$ cat src/hw/mb_slave_pkg.sv
/*
 * Package for the serial slave port: timing figures, limits, function codes
 * and layout constants. Assumes a 100 MHz core clock.
 */
package mb_slave_pkg;
   // ==========================================================================
   // clock and time base
   localparam int          CLK_HZ        = 100_000_000;
   localparam int          MS_PER_S      = 1000;
   localparam int          CYC_PER_MS    = CLK_HZ / MS_PER_S;
   localparam logic [16:0] MS_CNT_MAX    = 17'(CYC_PER_MS - 1);
   // ==========================================================================
   // configuration limits
   localparam logic [7:0]  SLAVE_ID_MAX  = 8'hf7;    // 247
   localparam logic [11:0] BASE_MAX      = 12'hf9e;  // 3998
   localparam int          DB_AW         = 12;
   // ==========================================================================
   // function codes
   localparam logic [7:0]  FC_RD_COILS   = 8'h01;
   localparam logic [7:0]  FC_RD_INBITS  = 8'h02;
   localparam logic [7:0]  FC_RD_HOLD    = 8'h03;
   localparam logic [7:0]  FC_RD_INREG   = 8'h04;
   localparam logic [7:0]  FC_WR_COIL    = 8'h05;
   localparam logic [7:0]  FC_WR_HOLD    = 8'h06;
   localparam logic [7:0]  FC_WR_COILS   = 8'h0f;
   localparam logic [7:0]  FC_WR_HOLDS   = 8'h10;
   // ==========================================================================
   // silence of 3.5 characters counted as 7 half-character ticks
   localparam logic [3:0]  SIL_HALF_CHARS = 4'h7;
   localparam logic [15:0] ZERO16         = 16'h0000;
   localparam int          BIT_SHIFT      = 4;      // 16 bits per word
endpackage : mb_slave_pkg

$ cat src/hw/mb_slave_port.sv
/*
 * Serial slave port core: frame end detection by silence, address filter,
 * class to database mapping, and response hold-off.
 * Assumes a receiver delivering rx_valid_i with rx_addr_i/rx_func_i/rx_point_i, a half-character
 * tick from the baud logic, and a database raising cmd_done_i when its work is done.
 */
// Overview of operation
// wait configured milliseconds before sending response
// accept only frames matching slave address
// code 2 reads input bits from base
// code 4 reads input words from base
// coils read 1, written 5 and 15
// holding read 3, written 6 and 16
// input classes never written
// frame end after 3.5 chars plus delay
// zero extra delay uses plain silence
// addresses map linearly from class base
`timescale 1ns/1ps
module mb_slave_port (
   // clock and reset
   input  wire logic                        core_clk_i,
   input  wire logic                        reset_n_i,
   // configuration
   input  wire logic [15:0]                 resp_delay_ms_i,
   input  wire logic [7:0]                  slave_id_i,
   input  wire logic [11:0]                 inbit_base_i,
   input  wire logic [11:0]                 inreg_base_i,
   input  wire logic [11:0]                 coil_base_i,
   input  wire logic [11:0]                 hold_base_i,
   input  wire logic [15:0]                 eom_delay_ms_i,
   // receive side
   input  wire logic                        rx_valid_i,
   input  wire logic                        half_char_tick_i,
   input  wire logic [7:0]                  rx_addr_i,
   input  wire logic [7:0]                  rx_func_i,
   input  wire logic [15:0]                 rx_point_i,
   // request to database
   input  wire logic                        cmd_done_i,
   output logic                             frame_end_o,
   output logic                             accept_o,
   output logic                             db_wr_o,
   output logic [mb_slave_pkg::DB_AW-1:0]   db_addr_o,
   output logic [3:0]                       db_bit_o,
   output logic                             tx_start_o
);
   import mb_slave_pkg::*;

   typedef enum logic [1:0] {ST_IDLE, ST_RX, ST_EXTRA, ST_HOLD} state_t;

   state_t       state_reg, state_next;
   logic [3:0]   sil_reg, sil_next;
   logic [16:0]  cyc_reg, cyc_next;
   logic [15:0]  ms_reg, ms_next;
   logic         end_reg, end_next;
   logic         acc_reg, acc_next;
   logic         wr_reg, wr_next;
   logic         ok_reg, ok_next;
   logic         wr_cls;
   logic [11:0]  addr_reg, addr_next;
   logic [3:0]   bit_reg, bit_next;
   logic         tx_reg, tx_next;
   logic         match;
   logic         bitcls;
   logic [11:0]  base;
   logic         known;
   logic         ms_tick;

   // ==========================================================================
   // request decode
   // only meaningful while the header strobe stands; the verdict is latched below
   always_comb begin
      match  = (slave_id_i <= SLAVE_ID_MAX) && (rx_addr_i == slave_id_i);
      known  = 1'b1;
      bitcls = 1'b0;
      base   = 12'h000;
      wr_cls = 1'b0;
      unique case (rx_func_i)
         FC_RD_INBITS: begin
            base   = inbit_base_i;
            bitcls = 1'b1;
         end
         FC_RD_INREG: begin
            base = inreg_base_i;
         end
         FC_RD_COILS: begin
            base   = coil_base_i;
            bitcls = 1'b1;
         end
         FC_WR_COIL, FC_WR_COILS: begin
            base   = coil_base_i;
            bitcls = 1'b1;
            wr_cls = 1'b1;
         end
         FC_RD_HOLD: begin
            base = hold_base_i;
         end
         FC_WR_HOLD, FC_WR_HOLDS: begin
            base   = hold_base_i;
            wr_cls = 1'b1;
         end
         // input classes never reach this arm; unknown codes are dropped
         default: begin
            known = 1'b0;
         end
      endcase
   end

   // ==========================================================================
   // frame timing and response hold-off
   assign ms_tick = (cyc_reg == MS_CNT_MAX);
   always_comb begin
      state_next = state_reg;
      sil_next   = sil_reg;
      cyc_next   = ms_tick ? 17'h00000 : cyc_reg + 17'h00001;
      ms_next    = ms_reg;
      end_next   = 1'b0;
      acc_next   = 1'b0;
      tx_next    = 1'b0;
      addr_next  = addr_reg;
      bit_next   = bit_reg;
      // write class and verdict are held from the request to the next one
      wr_next    = wr_reg;
      ok_next    = ok_reg;
      unique case (state_reg)
         ST_IDLE: if (rx_valid_i) begin
            state_next = ST_RX;
            sil_next   = 4'h0;
            acc_next   = 1'b0;
            // word classes step words, bit classes step bits
            if (bitcls) begin
               addr_next = base + 12'(rx_point_i >> BIT_SHIFT);
               bit_next  = rx_point_i[3:0];
            end else begin
               addr_next = base + rx_point_i[11:0];
               bit_next  = 4'h0;
            end
            // header lines go stale after the strobe, so the verdict is kept here
            ok_next = match && known;
            // a base beyond the database end blocks the write altogether
            wr_next = wr_cls && match && known && (base <= BASE_MAX);
         end
         ST_RX: begin
            if (rx_valid_i) sil_next = 4'h0;
            else if (half_char_tick_i) sil_next = sil_reg + 4'h1;
            if (sil_reg >= SIL_HALF_CHARS) begin
               ms_next  = ZERO16;
               cyc_next = 17'h00000;
               if (eom_delay_ms_i == ZERO16) begin
                  end_next   = 1'b1;
                  state_next = ST_HOLD;
               end else
                  state_next = ST_EXTRA;
            end
         end
         ST_EXTRA: begin
            if (rx_valid_i) begin
               state_next = ST_RX;
               sil_next   = 4'h0;
            end else if (ms_tick) begin
               ms_next = ms_reg + 16'h0001;
               if (ms_reg + 16'h0001 >= eom_delay_ms_i) begin
                  end_next   = 1'b1;
                  ms_next    = ZERO16;
                  cyc_next   = 17'h00000;
                  state_next = ST_HOLD;
               end
            end
         end
         ST_HOLD: begin
            if (end_reg) acc_next = ok_reg;
            if (ms_tick && ms_reg != resp_delay_ms_i) ms_next = ms_reg + 16'h0001;
            if (cmd_done_i && ms_reg >= resp_delay_ms_i) begin
               tx_next    = ok_reg;
               state_next = ST_IDLE;
            end
         end
      endcase
   end

   always_ff @(posedge core_clk_i or negedge reset_n_i) begin
      if (!reset_n_i) begin
         state_reg <= ST_IDLE;
         sil_reg   <= 4'h0;
         cyc_reg   <= 17'h00000;
         ms_reg    <= 16'h0000;
         end_reg   <= 1'b0;
         acc_reg   <= 1'b0;
         wr_reg    <= 1'b0;
         ok_reg    <= 1'b0;
         addr_reg  <= 12'h000;
         bit_reg   <= 4'h0;
         tx_reg    <= 1'b0;
      end else begin
         state_reg <= state_next;
         sil_reg   <= sil_next;
         cyc_reg   <= cyc_next;
         ms_reg    <= ms_next;
         end_reg   <= end_next;
         acc_reg   <= acc_next;
         wr_reg    <= wr_next;
         ok_reg    <= ok_next;
         addr_reg  <= addr_next;
         bit_reg   <= bit_next;
         tx_reg    <= tx_next;
      end
   end

   assign frame_end_o = end_reg;
   assign accept_o    = acc_reg;
   assign db_wr_o     = wr_reg && acc_reg;
   assign db_addr_o   = addr_reg;
   assign db_bit_o    = bit_reg;
   assign tx_start_o  = tx_reg;

   // ==========================================================================
   // checks
   AST_TX_AFTER_DELAY: assert property (@(posedge core_clk_i) disable iff (!reset_n_i)
      tx_start_o |-> $past(ms_reg) >= $past(resp_delay_ms_i))
      else $error("response sent before hold-off");
   AST_ADDR_FILTER: assert property (@(posedge core_clk_i) disable iff (!reset_n_i)
      (state_reg == ST_IDLE && rx_valid_i && rx_addr_i != slave_id_i) |=> !ok_reg)
      else $error("foreign frame marked for acceptance");
   AST_ACCEPT_AFTER_END: assert property (@(posedge core_clk_i) disable iff (!reset_n_i)
      accept_o |-> ($past(frame_end_o) && ok_reg))
      else $error("accept without a finished matching frame");
   AST_NO_INPUT_WRITE: assert property (@(posedge core_clk_i) disable iff (!reset_n_i)
      (state_reg == ST_IDLE && rx_valid_i && (rx_func_i == FC_RD_INBITS
       || rx_func_i == FC_RD_INREG)) |=> !wr_reg)
      else $error("write flagged for read-only class");
   AST_EOM_PLAIN: assert property (@(posedge core_clk_i) disable iff (!reset_n_i)
      (state_reg == ST_RX && sil_reg >= SIL_HALF_CHARS && eom_delay_ms_i == ZERO16)
      |=> frame_end_o)
      else $error("plain silence did not end frame");
   AST_EOM_WAIT: assert property (@(posedge core_clk_i) disable iff (!reset_n_i)
      frame_end_o |-> $past(state_reg) == ST_RX || $past(state_reg) == ST_EXTRA)
      else $error("frame end outside silence");
endmodule : mb_slave_port

$ cat config.mk
export PLATFORM = sky130hd
export DESIGN_NAME = mb_slave_port
export DESIGN_NICKNAME = d
export VERILOG_FILES = /design/src/hw/mb_slave_pkg.sv /design/src/hw/mb_slave_port.sv
export SDC_FILE = /design/constraint.sdc
export NUM_CORES = 1
export LEC_CHECK = 0
export ABC_AREA = 1
export BUFFER_PORTS_ARGS = -buffer_cell sky130_fd_sc_hd__buf_2
export CAP_MARGIN = 20
export CELL_PAD_IN_SITES_DETAIL_PLACEMENT = 1
export CELL_PAD_IN_SITES_GLOBAL_PLACEMENT = 1
export CORE_MARGIN = 3
export CORE_UTILIZATION = 40
export CTS_CLUSTER_DIAMETER = 50
export DETAILED_ROUTE_END_ITERATION = 8
export GPL_TIMING_DRIVEN = 0
export PLACE_DENSITY = 0.83
export SLEW_MARGIN = 20
export SYNTH_ARGS = -nofsm -noshare
export SYNTH_HDL_FRONTEND = slang
export SYNTH_SLANG_ARGS = --single-unit
$ cat constraint.sdc
create_clock -name core_clk_i -period 7.7 [get_ports core_clk_i]
set_clock_uncertainty 0.15 [all_clocks]
set_input_delay 1.54 -clock core_clk_i [delete_from_list [all_inputs] [get_ports core_clk_i]]
set_output_delay 1.54 -clock core_clk_i [all_outputs]
set_load 0.05 [all_outputs]
; ---- After elaboration in Yosys (flattened, before gate mapping)
; Cells that the tools add are included.
[word_totals]
wordCells = 107
input_bits = 125
mem_count = 0
latchBits = 0
output_inout_bits = 20
register_bits = 60
ramBits = 0
mem_bits_ro = 0
[classes]
order_cmp = 5
n_shift = 0
n_mux = 40
reduce_logical = 22
eq_ne = 24
n_mul = 0
n_div = 0
bitwise_logic = 0
add_sub_neg = 5
[ops]
columns = operator, count
row1 = two-way mux 17 bit, 5
row2 = two-way mux 16 bit, 5
row3 = case mux 12 bit (4 select lines), 1
row4 = case mux 16 bit (3 select lines), 1
row5 = case mux 17 bit (2 select lines), 1
row6 = greater-or-equal comparator 16 bit, 2
row7 = adder 12 bit, 2
row8 = "== test 8 x 3 -> 1 bit, second input constant", 3
row9 = "adder 17 x 1 -> 17 bit, second input constant", 1
row10 = "== test 17 bit, second input constant", 1
row11 = "adder 16 x 1 -> 16 bit, second input constant", 1
row12 = "== test 8 x 2 -> 1 bit, second input constant", 2
row13 = logical NOT 16 bit, 1
row14 = two-way mux 4 bit, 4
row15 = != test 16 bit, 1
row16 = two-way mux 1 bit, 13
row17 = "less-or-equal comparator 12 bit, second input constant", 1
row18 = two-way mux 12 bit, 1
row19 = two-way mux 2 bit, 6
row20 = "!= test 2 bit, second input constant", 6
row21 = AND reduction 5 bit, 2
row22 = "!= test 3 bit, second input constant", 3
row23 = "== test 8 x 1 -> 1 bit, second input constant", 1
row24 = "== test 8 x 4 -> 1 bit, second input constant", 1
row25 = 21 further kinds, 31

; ---- Depth between registers and ports, before layout
[depth]
ltp_word = 6
depth_mapped = 20

; ---- Worst setup path before layout
; Ideal clock, no wire load.
[synth_path]
kind = input to register
startpoint = in rx_func_i[0]
endpoint = reg addr_reg[8], in the netlist db_addr_o[8]
cell_stages = 16
path_slack_ps = 3610
n_path_buf = 1
required_ps = 7415
arrival_ps = 3805
cell_sequence = inv_1 > nand2_1 > nor2_2 > nand2_1 > nand2_2 > inv_2 > clkbuf_1 > nand2_1 > o21ai_1 > ha_1 > fa_1 > a21oi_1 > nor2_1 > nor2_1 > xor2_1 > o21ai_0
[synth_via]
elab_chain_cells = 5
elab_cells_between_ends = 16
[synth_lines]
columns = item, line_no
row1 = from (decl), mb_slave_port.sv:35  ; input wire logic [7:0] rx_func_i,
row2 = == test 8 x 3 -> 1 bit (tied with other cells), mb_slave_port.sv:77  ; unique case (rx_func_i)
row3 = OR reduction 3 bit (no source line), n/a
row4 = case mux 12 bit (4 select lines), mb_slave_port.sv:77
row5 = adder 12 bit (on tied branches), "mb_slave_port.sv:134, mb_slave_port.sv:131"
row6 = two-way mux 12 bit *, mb_slave_port.sv:130  ; if (bitcls) begin
row7 = to (signal assigned), mb_slave_port.sv:202  ; addr_reg <= addr_next;
row8 = to (decl), mb_slave_port.sv:59  ; logic [11:0] addr_reg, addr_next;
; Mark *: on every way between the ends. The rest lies on a longest branch, timed or not.
; A chain may end at the register's enable or synchronous reset.

; ---- Worst setup path after layout
[layout_path]
startpoint = in rx_func_i[0]
endpoint = reg addr_reg[11], in the netlist db_addr_o[11]
; The elaborated chain is that of the path after synthesis.

==> implementation parameters <==
Parameter                              Value

Placement
  HPWL after detailed placement ... roughly 14 mm
  Port bufs ... around 140
  Placed inst area ... 6240 um2
  Placer congestion estimate ... between 0.9 and 1

Routing
  Antenna viol nets, final ... 0
  DRT iter0 DRCs ... between 200 and 250
  Via density ... slightly above 5
  Total wire length ... approximately 17 mm
  Drc violations ... 0
  Total iterations of the first detailed-routing run ... 4
  Count of vias placed by the detailed router ... roughly 5700
  Detailed-route wire length per cell ... 14.8 um

Logic synthesis
  Count of unique library cells instantiated by Yosys ... between 40 and 50
  Number of flops mapped to enable cells by yosys ... 0
  Largest area contributor in the synthesized netlist ... dfrtp_1
  Area fraction of the dominant cell type after synthesis ... 0.283
  Main synth FF type ... dfrtp_1
  Cell types with the highest counts after synthesis ... 233 x nand2_1, 102 x inv_1, 72 x nor2_1
  Dominant cells by area after synthesis ... dfrtp_1 28%, nand2_1 16%, ha_1 12%, inv_1 7.2%, nand3_1 5.8%
  Net count of the mapped netlist ... between 900 and 1000
  Number of warnings printed during yosys synthesis ... 0
  Cell area after technology mapping ... ~5300 um2
  Synthesized area per cell ... between 6 and 7 um2
  Cell count after synthesis ... between 700 and 800
  Most used standard cell by instance count after synthesis ... nand2_1
  Sequential-to-total area share from yosys stat ... 0.283
  Share of synthesized registers carrying an async set or reset ... 1.00
  Number of synthesized register bits ... 60

STA
  Tcrit/Tclk final ... 0.570
  Hold Vio Cnt, Final ... 0
  Final period demand of the worst path ... 4.39 ns
  Pin slew with the least headroom to its limit ... ~0.79 ns
  Max-Slew Margin vs Limit ... 0.470
  Tightest hold margin ... 0.320 ns
  Final slew viol count ... 0
  Highest achievable clock rate ... approximately 230 MHz
  Final setup violating endpoints ... 0
  Setup TNS ... 0 ns
  Unrepaired setup endpoints after global routing ... false

Clock tree
  Maximum buffer depth of the clock tree ... 2
  Sinks on the clock net ... 60
  CTS tree ... done
  Clock slew at reported path FFs ... about 0.06 ns
  Clk Latency, worst-skew pair ... 0.33 ns
  Clock root cell ... clkbuf_16
  Number of gates given a new drive strength after cts ... 0
  Number of buffers created by CTS ... 9
  CTS Hold Bufs ... 0
  Deepest level of the CTS H-tree ... 3
  # Post-CTS Setup Buffers ... 0

Worst setup path
  Peak fanout along the critical path ... 10
  Category of the critical setup timing path ... in -> reg
  R2R setup slack ... about 4.1 ns
  Data required time at the worst endpoint ... between 7 and 8 ns
  Arrival time worst endpoint ... 4.50 ns
  Setup crit end kind ... flop
  Type of element launching the critical path ... input pin
  Cell count of the worst reg-to-reg path ... 19

Die
  Die area ... 14700 um2
  Placement row count ... about 40
  Core outline area ... 12800 um2
  Chip Width ... 121 um
  Starting density of the core ... 0.415
  Die Y-Extent ... approximately 120 um
  Number of top-level pins ... roughly 150

Layout
  Final antenna diode count ... 0
  Number of flip-flops in the largest register ... 17
  Fill cell total of the finished layout ... around 1800
  Area of all placed cells without fillers ... approximately 6500 um2
  Total number of nets in the final design ... about 1100
  Area growth from synthesis to layout ... 23.3%
  Share of cells above drive strength 1 ... 0.218

Job
  Number of violations of the max-capacitance limit ... 0

Pwr
  Power density over the cells ... about 220 nW/um2
  P_leak ... between 3 and 4 nW
  PnR Total Power ... between 1 and 1.5 mW
  VDD IR-drop max ... between 0.15 and 0.2 mV

Worst hold path
  Number of instances on the worst hold path ... 1
  HP Class ... reg -> reg

Global route
  Global-route wire length before repair ... 27.3 mm
  Number of antenna violations at the first check in global routing ... 0
  Gr ovfl total ... 0
  Largest net degree at the start of global routing ... slightly above 60
  Number of global-route vias before repair ... approximately 5800
  All-Layer GR Usage ... 0.229

Outcome
  Outcome ... finished, final reports clean
critical path, cell delays in order:
cell,delay (ns)
buf_2,0.10
inv_1,0.08
nand2_1,0.09
nor2_2,0.35
nand2_1,0.18
nand2_2,0.18
inv_2,0.08
clkbuf_1,0.22
nand2_1,0.10
o21ai_1,0.07
ha_1,0.37
a21oi_1,0.21
o21ai_0,0.12
a21oi_1,0.31
o21a_1,0.20
nand3b_1,0.12
nand3_1,0.08
nand2_1,0.08
where the power goes:
| part | switching [mW] | total, mW | internal [mW] |
|---|---|---|---|
| registers | 0.0472 | 0.421 | 0.374 |
| clock network | 0.156 | 0.408 | 0.252 |
| logic | 0.425 | 0.608 | 0.183 |
| total | 0.628 | 1.44 | 0.808 |
per-layer routing:
| metal | GRT usage | vias to the layer above | routed length, um |
|---|---|---|---|
| met5 | 0 | - | 0 |
| met4 | 0.0504 | 0 | 229 |
| met3 | 0.0289 | 13 | 642 |
| met2 | 0.401 | 113 | 8240 |
| met1 | 0.302 | 2665 | 7580 |
| li1 | - | 2879 | - |
final timing paths:
| path | startpoint | endpoint |
|---|---|---|
| min in group asynchronous | reset_n_i | ms_reg[5] |
| worst max register to register | ms_reg[0] | ms_reg[14] |
| worst min register to register | cyc_reg[0] | cyc_reg[0] |
| worst max-delay path | rx_func_i[0] | db_addr_o[11] |
| max in group asynchronous | reset_n_i | db_addr_o[9] |
| worst min-delay path | cyc_reg[0] | cyc_reg[0] |
area by class of cell:
cell class	instances	area [um2]	share of cell area
inverters	121	455	0.0696
multi-input cells	600	3260	0.498
well taps	172	215	0.0329
clock inverters	7	73.8	0.0113
plain buffers	15	88.8	0.0136
flip-flops and latches	60	1500	0.230
clock buffers	9	225	0.0344
repair buffers	144	723	0.111
cells by family after synthesis:
kind of cell,synth area share
AOI/OAI and AO/OA,0.105
xor gates and xnor gates,0.0380
adders and majority gates,0.122
buffers and inverters,0.103
and+or+nand+nor,0.350
DFF,0.283
per-stage QoR:
| step | cells | worst slack [ns] | utilization |
|---|---|---|---|
| after global placement | 1112 | 3.01 | 0.488 |
| after global routing | 1128 | 2.96 | 0.512 |
| after CTS | 1128 | 3.31 | 0.512 |
| final | 1128 | 3.31 | 0.512 |
| after floorplan | 796 | 3.61 | - |
| after detailed placement | 1112 | 2.99 | 0.489 |
cells in the final DEF, fill, tap and decap left out, types with 3 or more instances in the layout:
master and instances:
nor3_1 16, o21ai_1 7, dfrtp_1 60, clkbuf_1 5, a31oi_1 4, nand2_1 233, a21oi_1 40, nand4_1 15
o21ai_0 26, xnor2_1 7, o21ai_2 3, inv_1 102, buf_2 148, nand3_1 61, nor2_2 7, nor4_1 5
nor2_1 72, a221oi_1 3, nand2_2 4, clkinv_2 3, clkbuf_16 9, ha_1 50, xor2_1 16, nand3b_1 6
inv_2 17, buf_4 4, o21a_1 4
Power figures use the tool's default switching activity.
